==> src/shared/ocs_pkg.sv <==
// shared constants for the optical switch control and status registers
package ocs_pkg;
	localparam int          ADDR_W          = 10;
	localparam int          DATA_W          = 16;
	localparam int          RELAY_WORDS     = 5;
	localparam int          SETTLE_BITS     = 6;
	localparam int          OPT_MODS        = 4;
	localparam int          TIMER_W         = 32;
	// byte offsets inside the module space
	localparam logic [9:0]  OFF_RELAY_LAST  = 10'h008;
	localparam logic [9:0]  OFF_SETTLE      = 10'h03E;
	localparam logic [9:0]  OFF_CONTROL     = 10'h100;
	localparam logic [9:0]  OFF_DELAY       = 10'h102;
	localparam logic [9:0]  OFF_HEALTH      = 10'h104;
	localparam logic [9:0]  OFF_COMMAND     = 10'h106;
	// values
	localparam logic [15:0] ALL_ONES        = 16'hFFFF;
	localparam logic [15:0] CTL_RESET       = 16'h0000;
	localparam logic [15:0] CTL_WMASK       = 16'hF3F8;
	localparam logic [15:0] DELAY_RESET     = 16'h0000;
	localparam logic [15:0] CMD_RESET       = 16'h0000;
	localparam logic [15:0] RELAY0_UNUSED   = 16'hF000;
	localparam logic [2:0]  HW_REV_DEFAULT  = 3'h1;
	// control fields
	localparam int          CTL_RST_LO      = 12;
	localparam int          CTL_INV         = 9;
	localparam int          CTL_ACF_OFF     = 8;
	localparam int          CTL_SEQ_EN      = 7;
	localparam int          CTL_MAKE_FIRST  = 6;
	localparam int          CTL_LED_FAIL    = 5;
	localparam int          CTL_OB_EN       = 4;
	localparam int          CTL_OB_SEL      = 3;
	// settle, health and command fields
	localparam int          SETTLE_SLOT     = 6;
	localparam int          HEALTH_REV_LO   = 13;
	localparam int          HEALTH_COMM_LO  = 4;
	localparam int          CMD_CNT_LO      = 12;
	// delay timer: one delay unit is one tick
	localparam int          CLK_NS          = 10;
	localparam int          DELAY_TICK_NS   = 1000;
	localparam int          DELAY_TICK_CYC  =
		(DELAY_TICK_NS + CLK_NS - 1) / CLK_NS;
	typedef enum logic [1:0] {
		SEQ_IDLE,
		SEQ_INITIAL,
		SEQ_FINAL
	} ocs_seq_type;
endpackage

==> src/design/ocs_countdown.sv <==
// loadable down-counter used as the relay sequencing delay timer
`timescale 1ns/1ns
module ocs_countdown #(
	parameter int W = 32
) (
	input  wire logic         sys_clk,
	input  wire logic         rst_n,
	input  wire logic         load,
	input  wire logic [W-1:0] load_val,
	output logic      [W-1:0] count,
	output logic              expire
);
	logic [W-1:0] cnt_ff;
	logic [W-1:0] nxt_cnt;

	assign nxt_cnt = load ? load_val :
		(cnt_ff != '0) ? cnt_ff - {{(W-1){1'b0}}, 1'b1} : '0;
	// expiry must not look at load: the owner builds load from expire,
	// so gating here would close a combinational loop
	assign expire = cnt_ff == {{(W-1){1'b0}}, 1'b1};
	assign count = cnt_ff;

	always_ff @(posedge sys_clk) begin
		if (!rst_n)
			cnt_ff <= '0;
		else
			cnt_ff <= nxt_cnt;
	end
endmodule

==> src/design/ocs_in_reg.sv <==
// register stage for level inputs from the plug-in side
`timescale 1ns/1ns
module ocs_in_reg #(
	parameter int W = 8
) (
	input  wire logic         sys_clk,
	input  wire logic         rst_n,
	input  wire logic [W-1:0] din,
	output logic      [W-1:0] dout
);
	logic [W-1:0] q_ff;

	assign dout = q_ff;

	always_ff @(posedge sys_clk) begin
		if (!rst_n)
			q_ff <= '0;
		else
			q_ff <= din;
	end
endmodule

==> src/design/ocs_regs_top.sv <==
// control and status register bank of the optical switch controller
//
// Contract
// - settle register upper bits read ones
// - settle bit 6 reports single or double slot
// - low six settle bits show relays moving
// - reserved locations ignore writes, read all ones
// - control bits 15-12 hold optical modules reset
// - bit 9 inverts relay readback only
// - bit 8 low lets ac-fail reset relays
// - bit 7 low drives relay data directly
// - writes during initial delay restart timer
// - final closure timed, writes refused, busy held
// - unloaded delay register means no sequencing
// - open-bus resets relays only with bits 4,3
// - status bits 7-4 show communication errors
// - status bits 3-0 follow module error outputs
`timescale 1ns/1ns
module ocs_regs_top
	import ocs_pkg::*;
#(
	parameter logic [2:0] HW_REV = HW_REV_DEFAULT  // arbitrary value
) (
	input  wire logic                          sys_clk,
	input  wire logic                          rst_n,
	input  wire logic                          bus_sel,
	input  wire logic                          bus_wr,
	input  wire logic [ADDR_W-1:0]             bus_addr,
	input  wire logic [DATA_W-1:0]             bus_wdata,
	output logic      [DATA_W-1:0]             bus_rdata,
	output logic                               bus_ack,
	output logic                               bus_err,
	input  wire logic                          ac_fail_reset_input,
	input  wire logic                          open_bus_line,
	input  wire logic                          double_slot,
	input  wire logic [SETTLE_BITS-1:0]        relay_moving,
	input  wire logic [OPT_MODS-1:0]           opt_comm_err,
	input  wire logic [OPT_MODS-1:0]           opt_err,
	output logic      [RELAY_WORDS-1:0][15:0]  relay_drive,
	output logic      [OPT_MODS-1:0]           opt_module_reset,
	output logic                               access_led_fail,
	output logic      [3:0]                    cmd_read_count,
	output logic      [11:0]                   cmd_code,
	output logic                               cmd_strobe
);
	////////////////////////////////////////////////////////////////////
	// state
	logic [15:0]                  ctl_ff;
	logic [15:0]                  delay_ff;
	logic                         delay_loaded_ff;
	logic [15:0]                  cmd_ff;
	logic                         cmd_strobe_ff;
	logic [RELAY_WORDS-1:0][15:0] target_ff;
	logic [RELAY_WORDS-1:0][15:0] drive_ff;
	logic [RELAY_WORDS-1:0]       dirty_ff;
	logic [15:0]                  rdata_ff;
	logic                         ack_ff;
	logic                         err_ff;
	ocs_seq_type                  state_ff;
	ocs_seq_type                  nxt_state;

	logic [SETTLE_BITS-1:0]       moving_q;
	logic [OPT_MODS-1:0]          comm_q;
	logic [OPT_MODS-1:0]          err_q;
	logic                         slot_q;

	////////////////////////////////////////////////////////////////////
	// input stages
	ocs_in_reg #(.W(SETTLE_BITS + 2*OPT_MODS + 1)) u_in (
		.sys_clk (sys_clk),
		.rst_n   (rst_n),
		.din     ({relay_moving, opt_comm_err, opt_err, double_slot}),
		.dout    ({moving_q, comm_q, err_q, slot_q})
	);

	////////////////////////////////////////////////////////////////////
	// decode
	wire        wr_cyc     = bus_sel && bus_wr;
	wire        rd_cyc     = bus_sel && !bus_wr;
	wire [2:0]  relay_idx  = bus_addr[3:1];
	wire        hit_relay  = (bus_addr <= OFF_RELAY_LAST) && !bus_addr[0];
	wire        hit_settle = bus_addr == OFF_SETTLE;
	wire        hit_ctl    = bus_addr == OFF_CONTROL;
	wire        hit_delay  = bus_addr == OFF_DELAY;
	wire        hit_health = bus_addr == OFF_HEALTH;
	wire        hit_cmd    = bus_addr == OFF_COMMAND;
	wire        relay_wr   = wr_cyc && hit_relay;
	wire        seq_on     = ctl_ff[CTL_SEQ_EN] && delay_loaded_ff;
	wire        refuse     = relay_wr && (state_ff == SEQ_FINAL);
	wire        seq_wr     = relay_wr && seq_on && !refuse;
	wire        direct_wr  = relay_wr && !seq_on && !refuse;
	wire        acf_clear  = ac_fail_reset_input && !ctl_ff[CTL_ACF_OFF];
	wire        ob_clear   = open_bus_line && ctl_ff[CTL_OB_EN]
		&& ctl_ff[CTL_OB_SEL];
	wire        relay_clr  = acf_clear || ob_clear;
	wire [15:0] wr_word    = (relay_idx == 3'h0) ?
		(bus_wdata & ~RELAY0_UNUSED) : bus_wdata;
	wire        make_first = ctl_ff[CTL_MAKE_FIRST];

	////////////////////////////////////////////////////////////////////
	// delay timer
	logic [TIMER_W-1:0] tmr_count;
	logic               tmr_expire;
	wire  [TIMER_W-1:0] delay_cyc = TIMER_W'(delay_ff)
		* TIMER_W'(DELAY_TICK_CYC);
	wire                init_done = tmr_expire && (state_ff == SEQ_INITIAL);
	wire                final_done = tmr_expire && (state_ff == SEQ_FINAL);
	wire                tmr_load = (seq_wr || init_done) && !relay_clr;

	ocs_countdown #(.W(TIMER_W)) u_tmr (
		.sys_clk  (sys_clk),
		.rst_n    (rst_n),
		.load     (tmr_load),
		.load_val (delay_cyc),
		.count    (tmr_count),
		.expire   (tmr_expire)
	);

	////////////////////////////////////////////////////////////////////
	// sequencer
	always_comb begin
		nxt_state = state_ff;
		case (state_ff)
			SEQ_IDLE: begin
				if (seq_wr)
					nxt_state = SEQ_INITIAL;
			end
			SEQ_INITIAL: begin
				if (init_done && !seq_wr)
					nxt_state = SEQ_FINAL;
			end
			SEQ_FINAL: begin
				if (final_done)
					nxt_state = SEQ_IDLE;
			end
			default: nxt_state = SEQ_IDLE;
		endcase
		if (relay_clr)
			nxt_state = SEQ_IDLE;
	end

	always_ff @(posedge sys_clk) begin
		if (!rst_n)
			state_ff <= SEQ_IDLE;
		else
			state_ff <= nxt_state;
	end

	////////////////////////////////////////////////////////////////////
	// relay words: break-first keeps only paths in both, make-first both
	always_ff @(posedge sys_clk) begin
		if (!rst_n) begin
			target_ff <= '0;
			drive_ff <= '0;
			dirty_ff <= '0;
		end else if (relay_clr) begin
			target_ff <= '0;
			drive_ff <= '0;
			dirty_ff <= '0;
		end else begin
			if (direct_wr) begin
				target_ff[relay_idx] <= wr_word;
				drive_ff[relay_idx] <= wr_word;
			end
			if (seq_wr) begin
				target_ff[relay_idx] <= wr_word;
				dirty_ff[relay_idx] <= 1'b1;
				drive_ff[relay_idx] <= make_first ?
					(drive_ff[relay_idx] | wr_word) :
					(drive_ff[relay_idx] & wr_word);
			end
			if (init_done && !seq_wr)
				drive_ff <= target_ff;
			if (final_done)
				dirty_ff <= '0;
		end
	end

	////////////////////////////////////////////////////////////////////
	// software registers
	always_ff @(posedge sys_clk) begin
		if (!rst_n) begin
			ctl_ff <= CTL_RESET;
			delay_ff <= DELAY_RESET;
			delay_loaded_ff <= 1'b0;
			cmd_ff <= CMD_RESET;
			cmd_strobe_ff <= 1'b0;
		end else begin
			cmd_strobe_ff <= wr_cyc && hit_cmd;
			if (wr_cyc && hit_ctl)
				ctl_ff <= bus_wdata & CTL_WMASK;
			if (wr_cyc && hit_delay) begin
				delay_ff <= bus_wdata;
				delay_loaded_ff <= 1'b1;
			end
			if (wr_cyc && hit_cmd)
				cmd_ff <= bus_wdata;
		end
	end

	////////////////////////////////////////////////////////////////////
	// read path; settle and health are read-only, writes fall through
	wire [SETTLE_BITS-1:0] settle_w = moving_q
		| {1'b0, dirty_ff};
	wire [15:0] settle_rd = {9'h1FF, slot_q, settle_w};
	wire [15:0] health_rd = {HW_REV, 5'h00, comm_q, err_q};
	wire [15:0] relay_raw = target_ff[relay_idx]
		^ {16{ctl_ff[CTL_INV]}};
	wire [15:0] relay_rd  = (relay_idx == 3'h0) ?
		(relay_raw | RELAY0_UNUSED) : relay_raw;
	wire [15:0] rd_mux =
		hit_relay  ? relay_rd  :
		hit_settle ? settle_rd :
		hit_ctl    ? ctl_ff    :
		hit_delay  ? delay_ff  :
		hit_health ? health_rd :
		ALL_ONES;

	always_ff @(posedge sys_clk) begin
		if (!rst_n) begin
			rdata_ff <= ALL_ONES;
			ack_ff <= 1'b0;
			err_ff <= 1'b0;
		end else begin
			ack_ff <= bus_sel;
			err_ff <= refuse;
			if (rd_cyc)
				rdata_ff <= rd_mux;
		end
	end

	////////////////////////////////////////////////////////////////////
	// outputs
	assign bus_rdata        = rdata_ff;
	assign bus_ack          = ack_ff;
	assign bus_err          = err_ff;
	assign relay_drive      = drive_ff;
	assign opt_module_reset = ctl_ff[CTL_RST_LO +: OPT_MODS];
	assign access_led_fail  = ctl_ff[CTL_LED_FAIL];
	assign cmd_read_count   = cmd_ff[CMD_CNT_LO +: 4];
	assign cmd_code         = cmd_ff[11:0];
	assign cmd_strobe       = cmd_strobe_ff;
endmodule

==> config.mk <==
export PLATFORM = sky130hd
export DESIGN_NAME = ocs_regs_top
export DESIGN_NICKNAME = d
export VERILOG_FILES = /design/src/shared/ocs_pkg.sv /design/src/design/ocs_countdown.sv /design/src/design/ocs_in_reg.sv /design/src/design/ocs_regs_top.sv
export SDC_FILE = /design/constraint.sdc
export NUM_CORES = 1
export LEC_CHECK = 0
export ABC_AREA = 1
export ABC_CLOCK_PERIOD_IN_PS = 4500
export BUFFER_PORTS_ARGS = -buffer_cell sky130_fd_sc_hd__buf_2
export CORE_ASPECT_RATIO = 1.75
export CORE_MARGIN = 2
export CORE_UTILIZATION = 55
export DETAILED_ROUTE_END_ITERATION = 10
export PLACE_DENSITY = 0.75
export SLEW_MARGIN = 20
export SYNTH_ARGS = -nofsm -noshare
export SYNTH_HDL_FRONTEND = slang
export SYNTH_SLANG_ARGS = --single-unit
export TNS_END_PERCENT = 1
==> constraint.sdc <==
create_clock -name sys_clk -period 4.5 [get_ports sys_clk]
set_clock_uncertainty 0.1 [all_clocks]
set_input_delay 0.225 -clock sys_clk [delete_from_list [all_inputs] [get_ports sys_clk]]
set_output_delay 0.225 -clock sys_clk [all_outputs]
set_load 0.01 [all_outputs]
Yosys cells after proc, flatten, opt, wreduce, memory -nomap -nowiden --
Index checks and enable logic that the tools add are counted.
Cells by class: mux-type cells 35, reduce and logical (&&, ||, !) cells 37, $mul 1, magnitude comparators 3, bitwise operators 7, $add $sub $neg 1, equality and inequality tests 11
Operators by type and width (number):
- $mux W80 | 9
- $bwmux W80 | 4
- $mux W16 | 11
- $bmux W16 S3 | 2
- $demux W16 S3 | 1
- $mux W23 | 2
- $eq A10 B9 Y1 const B | 4
- $eq A32 B1 Y1 const B | 1
- $reduce_bool A32 Y1 | 1
- $sub A32 B1 Y32 const B | 1
- $logic_and A1 B1 Y1 | 21
- $mul A16 B5 Y21 const B | 1
- $and A16 B16 Y16 | 1
- $or A16 B16 Y16 | 1
- $xor A16 B16 Y16 | 1
- $eq A10 B6 Y1 const B | 1
- $le A10 B4 Y1 const B | 1
- $logic_not A1 Y1 | 7
- $mux W2 | 3
- $or A6 B5 Y6 | 1
- $pmux W2 S3 | 1
- $reduce_or A3 Y1 | 2
- $or A5 B5 Y5 | 1
- $lt A3 B4 Y1 const B | 1
- other kinds (13) | 16
Word-level totals: flip-flop bits (word level) 277, output and inout port bits 120

Depth between registers and ports, before layout --
depth after elaboration 12, mapped depth 16, gate-level depth less buffers 16

Hierarchy --
A second synthesis with hierarchy kept.
Unflattened totals: cells, all modules 2518, area, all modules 16170.5 um^2
Modules (own cells, without submodules):
- ocs_regs_top | seq. area each 4604.4 um^2, instances 1, cells an instance 2131, area each 13666.9 um^2
- ocs_countdown | seq. area each 640.6 um^2, instances 1, cells an instance 341, area each 2079.5 um^2
- ocs_in_reg | seq. area each 300.3 um^2, instances 1, cells an instance 46, area each 424.2 um^2

Worst setup path after synthesis --
No wires, ideal clock.
path type flip-flop to flip-flop, start register delay_ff[4], end register u_tmr.cnt_ff[15], in the netlist u_tmr.count[15], clock period less this slack 2.820 ns, setup slack 1.680 ns, stages on the path, launching flop included 13, setup time 0.113 ns, data arrival time 2.607 ns, path through dfxtp_1 -> ha_1 -> ha_1 -> inv_1 -> fa_1 -> inv_1 -> ha_1 -> a21o_1 -> a21oi_1 -> o21bai_1 -> or2_2 -> nand3_1 -> nand2_1
Between the ends: longest elaborated chain between the ends 2
Ends and longest elaborated chain:
- from (decl) | line ocs_regs_top.sv:49 | logic [15:0] delay_ff;
- from (signal assigned) | line ocs_regs_top.sv:193 | delay_ff <= bus_wdata;
- $mul A16 B5 Y21 | line ocs_regs_top.sv:105 | * TIMER_W'(DELAY_TICK_CYC);
- $mux W23 | line ocs_countdown.sv:16 | assign nxt_cnt = load ? load_val :
- to (signal assigned) | line ocs_countdown.sv:27 | cnt_ff <= nxt_cnt;
- to (decl) | line ocs_countdown.sv:13 | logic [W-1:0] cnt_ff;
No other way between the ends. A chain may end at the register's enable or synchronous reset.

Final worst setup path --
start register delay_ff[4], end register u_tmr.cnt_ff[12], in the netlist u_tmr.count[12]
The elaborated chain is that of the path after synthesis.

==> results.md <==
- The maximum frequency from static timing analysis is 294.7 MHz.
- The post-route setup TNS is 0 ns.
- In the final routed layout, each cell accounts on average for 21.01 um.
- Setup repair after global routing left no endpoint under its margin.
- The wire length of the first global-routing pass is 95850 um.
- In this run, synthesis produced a sequential element count of 277.
- At the pin with the least slew margin, the transition time is 1.078 ns.
- CTS built an H-tree with a depth of 1.
- The count of warnings emitted by yosys is 0.
- The total CTS buffers is 28.
- The post-route netlist has 10.49% of its cells at a drive strength greater than 1.
- The worst pin sits at a relative slew slack of 27.94%.
- The nature of the critical path startpoint is a flip-flop.
- The portion of netlist area occupied by mux cells is 0%.
- For this run, the detailed router's first-pass iteration total came to 6.
- The worst hold-check path type is in -> reg.
- For this configuration, the core starts out at a cell density of 56.10%.
- The post-route standard cell area excluding fillers is 18330 um2.
- The sequential-to-total area share from yosys stat is 34.41%.
- The tree built by TritonCTS fans out to 277 sinks.
- In this run the cell area of the synthesized design comes to 16120 um2.
- The post-layout minimum cycle time is 3.393 ns.
- The detailed-route wire length is 63600 um.
- The clock transition at the register clock pins on the worst setup and hold paths after CTS is 0.07 ns.
- No sink is reached through more buffers than the 3 on the longest clock path.
- Counting every instance in the synthesized netlist gives 2511.
- The core region is 28730 um2.
- The number of port buffers is 166.
- The remaining antenna violation count is 0.
- The final critical path takes up 75.40% of the cycle.
- The number of standard cells in the final layout excluding fillers is 3027.
- The placement-stage cell area is 17070 um2.
- The tool flagged a number of max-cap violations equal to 0.
- For this run the aggregate overflow at the end of global routing stands at 0.
- The data arrival time of the worst path is 3.76 ns.
- Pin placement for this block handled 167 I/O pins.
- The simple-gate share of the synthesized area is 32.02%.
- The maximum fanout count along the critical path is 5.
- In this run the horizontal extent of the chip is 133.4 um.
- The final weighted congestion of routability-driven global placement is 1.045.
- The via count of the first global-routing pass is 17260.
- The violation count after the first detailed-route iteration is 1678.
- The kind of capture point of the worst setup path is a flip-flop.
- STA puts the critical path data required time at 4.87 ns.
- The number of different library cells used by synthesis comes to 42.
- After legalization and detailed placement, the total HPWL measured 45830 um.
- The main combinational cell family by area after synthesis is simple AND/OR/NAND/NOR gates.
- The setup-violating endpoint count in the final report is 0.
- The cell at the root of the clock tree is sky130_fd_sc_hd__clkbuf_16.
- The initial antenna violation count was 0.
- The worst vdd rail ir drop is 0.3838 mV.
- The final hold violation count is 0.
- The pin count of the biggest net entering global routing is 73.
- The xor and xnor area share after synthesis is 1.630%.
- The clock insertion delay at the later pin of the skew report is 0.56 ns.
- The net count reported at finish is 2740.
- The total DRC errors in the routed layout is 0.
- The tightest hold path in the finished design has a slack of 0.02844 ns.
- Of the total synthesized cell area, the portion taken by full adders, half adders and majority gates is 5.559%.
- The count of standard-cell rows is 82.
- Post-CTS repair changed the size of 0 cells.
- The full die area is 30740 um2.
- TritonCTS built the clock tree.
- 0 antenna diodes ended up in the layout.
- The area growth from synthesis to layout is 13.75%.
- The analysis attributes to cell leakage a power of 8.365 nW.
- After layout, the design draws a total of 6.760 mW.
- The total nets after synthesis is 2623.
- The max-slew violation total from the final report came to 0.
- Across all layers, the routed design uses 18020 vias.
- The floorplan step set the die height to 230.5 um.
- The total instance count after detailed placement is 2948.
- The flow ran to the end, and the final reports show no timing, DRC or antenna violations.
- The synthesized-area fraction occupied by ao, oa, aoi and oai cells is 16.44%.
- The total track usage is 40.47%.
- The type of the setup path with the least slack is reg -> reg.
- The ratio of routed vias to standard cells is 5.954.
- Each instance of the synthesized netlist takes up on average 6.418 um2.
- The total power per unit cell area is 368.7 nW/um2.
what timing repair did:
item                                   CTS  global route
hold buffers                            28             0
setup buffers                            0             0
endpoints found under the hold margin   47             0
registers in the layout (all words and copies together) (netlist names):
| register | flops |
|---|---|
| bus_ack | 1 |
| bus_err | 1 |
| bus_rdata | 16 |
| cmd_ff | 16 |
| cmd_strobe | 1 |
| ctl_ff | 11 |
| delay_ff | 16 |
| delay_loaded_ff | 1 |
| dirty_ff | 5 |
| relay_drive | 80 |
| state_ff | 2 |
| target_ff | 80 |
| u_in.dout | 15 |
| u_tmr.count | 32 |
power breakdown:
group	switching [mW]	internal, mW
registers	0.130	2.59
clock network	1.06	1.40
logic	1.09	0.481
total	2.29	4.47
layout make-up:
cell class	instances	area, um2
Clock buffer	38	819.5
Sequential cell	277	5545
Tap cell	378	473.0
Inverter	267	1002
Timing Repair Buffer	222	1334
Multi-Input combinational cell	1832	9007
Fill cell	2688	10400
Clock inverter	13	151.4
cell usage in the layout (no fill, tap or decap), types with 4 or more instances in the layout:
master                          synthesis  routed
sky130_fd_sc_hd__buf_2                 49     166
sky130_fd_sc_hd__nor2_4                 4       8
sky130_fd_sc_hd__xnor2_1               10      10
sky130_fd_sc_hd__nand2_1              688     688
sky130_fd_sc_hd__o22ai_1               17      17
sky130_fd_sc_hd__dfxtp_1              277     277
sky130_fd_sc_hd__a211oi_1              35      35
sky130_fd_sc_hd__inv_2                  6       6
sky130_fd_sc_hd__o211ai_1               4       4
sky130_fd_sc_hd__fa_1                  11      11
sky130_fd_sc_hd__a21oi_1              205     205
sky130_fd_sc_hd__ha_1                  54      54
sky130_fd_sc_hd__nor2_2                 5       4
sky130_fd_sc_hd__nand3_1              219     218
sky130_fd_sc_hd__nand2_2                6       5
sky130_fd_sc_hd__dlygate4sd3_1          0      28
sky130_fd_sc_hd__nor3_1                20      20
sky130_fd_sc_hd__clkbuf_16              0      29
sky130_fd_sc_hd__nand4_1               19      19
sky130_fd_sc_hd__buf_4                  6      27
sky130_fd_sc_hd__nor2_1               251     248
sky130_fd_sc_hd__clkinvlp_4             0       4
sky130_fd_sc_hd__inv_1                258     258
sky130_fd_sc_hd__or2_2                  6       6
sky130_fd_sc_hd__nand3b_1              11      11
sky130_fd_sc_hd__o21ai_0              225     225
sky130_fd_sc_hd__clkbuf_8               0       6
sky130_fd_sc_hd__xor2_1                20      20
cell families (layout without fill, tap and decap cells):
group | Yosys count | after routing
simple gates | 1237 | 1237
compound gates | 500 | 500
buf+inv | 402 | 540
flops | 277 | 277
fa+ha+maj | 65 | 65
xor+xnor | 30 | 30
Yosys cell counts, drive strengths merged:
cell type / count / area (um2)
ha: 54 / 675.7
nor2: 260 / 1018
nor4: 2 / 12.51
o211ai: 4 / 30.03
o21a: 2 / 15.01
a21boi: 2 / 15.01
or2: 6 / 37.54
a211oi: 35 / 262.8
o21bai: 3 / 22.52
nor3b: 1 / 7.510
o22ai: 17 / 106.4
a41oi: 1 / 8.760
a22oi: 1 / 7.510
clkbuf: 72 / 271.5
nand2: 694 / 2620
buf: 63 / 327.8
nand3: 220 / 1106
inv: 264 / 990.9
nand3b: 11 / 82.58
nor3: 23 / 136.4
a21oi: 205 / 1026
dfxtp: 277 / 5545
nand4: 20 / 140.1
o21ai: 228 / 1141
fa: 11 / 220.2
xor2: 20 / 175.2
clkinv: 3 / 11.26
a21o: 2 / 15.01
xnor2: 10 / 87.58
worst max-delay path: stages (launching register included):
cell                      delay [ns]
sky130_fd_sc_hd__dfxtp_1        0.48
sky130_fd_sc_hd__ha_1           0.31
sky130_fd_sc_hd__ha_1           0.30
sky130_fd_sc_hd__inv_1          0.05
sky130_fd_sc_hd__fa_1           0.48
sky130_fd_sc_hd__inv_1          0.04
sky130_fd_sc_hd__ha_1           0.33
sky130_fd_sc_hd__a21oi_1        0.15
sky130_fd_sc_hd__nand2_1        0.16
sky130_fd_sc_hd__a21oi_1        0.36
sky130_fd_sc_hd__xor2_1         0.24
sky130_fd_sc_hd__nand3_1        0.09
sky130_fd_sc_hd__a21oi_1        0.20
layer usage:
metal / part of all wire [%] / routed length (um) / vias up / global-route usage [%]
met5: 0 / 0 / - / 0
met4: 10 / 6540 / 0 / 35.47
met3: 9.2 / 5882 / 379 / 6.697
met2: 48 / 30220 / 1084 / 69.62
met1: 33 / 20960 / 8201 / 42.21
li1: - / - / 8358 / -
per-stage QoR:
| stage | setup WS (ns) | util (%) |
|---|---|---|
| 2_1_floorplan | 1.680 | - |
| 3_3_place_gp | 1.127 | 59.43 |
| 3_5_place_dp | 0.9975 | 59.43 |
| 4_1_cts | 1.113 | 63.78 |
| 5_1_grt | 1.004 | 63.82 |
| 6_report | 1.107 | 63.82 |
final timing paths:
check / slack [ns] / depth (start not counted) / endpoint / startpoint
max: 1.11 / 12 / u_tmr.count[12] / delay_ff[4]
min: 0.03 / 3 / cmd_ff[14] / bus_wdata[14]
max reg2reg: 1.11 / 12 / u_tmr.count[12] / delay_ff[4]
min reg2reg: 0.34 / 2 / cmd_ff[6] / cmd_ff[6]
No activity file was read; power rests on OpenSTA's default activity.
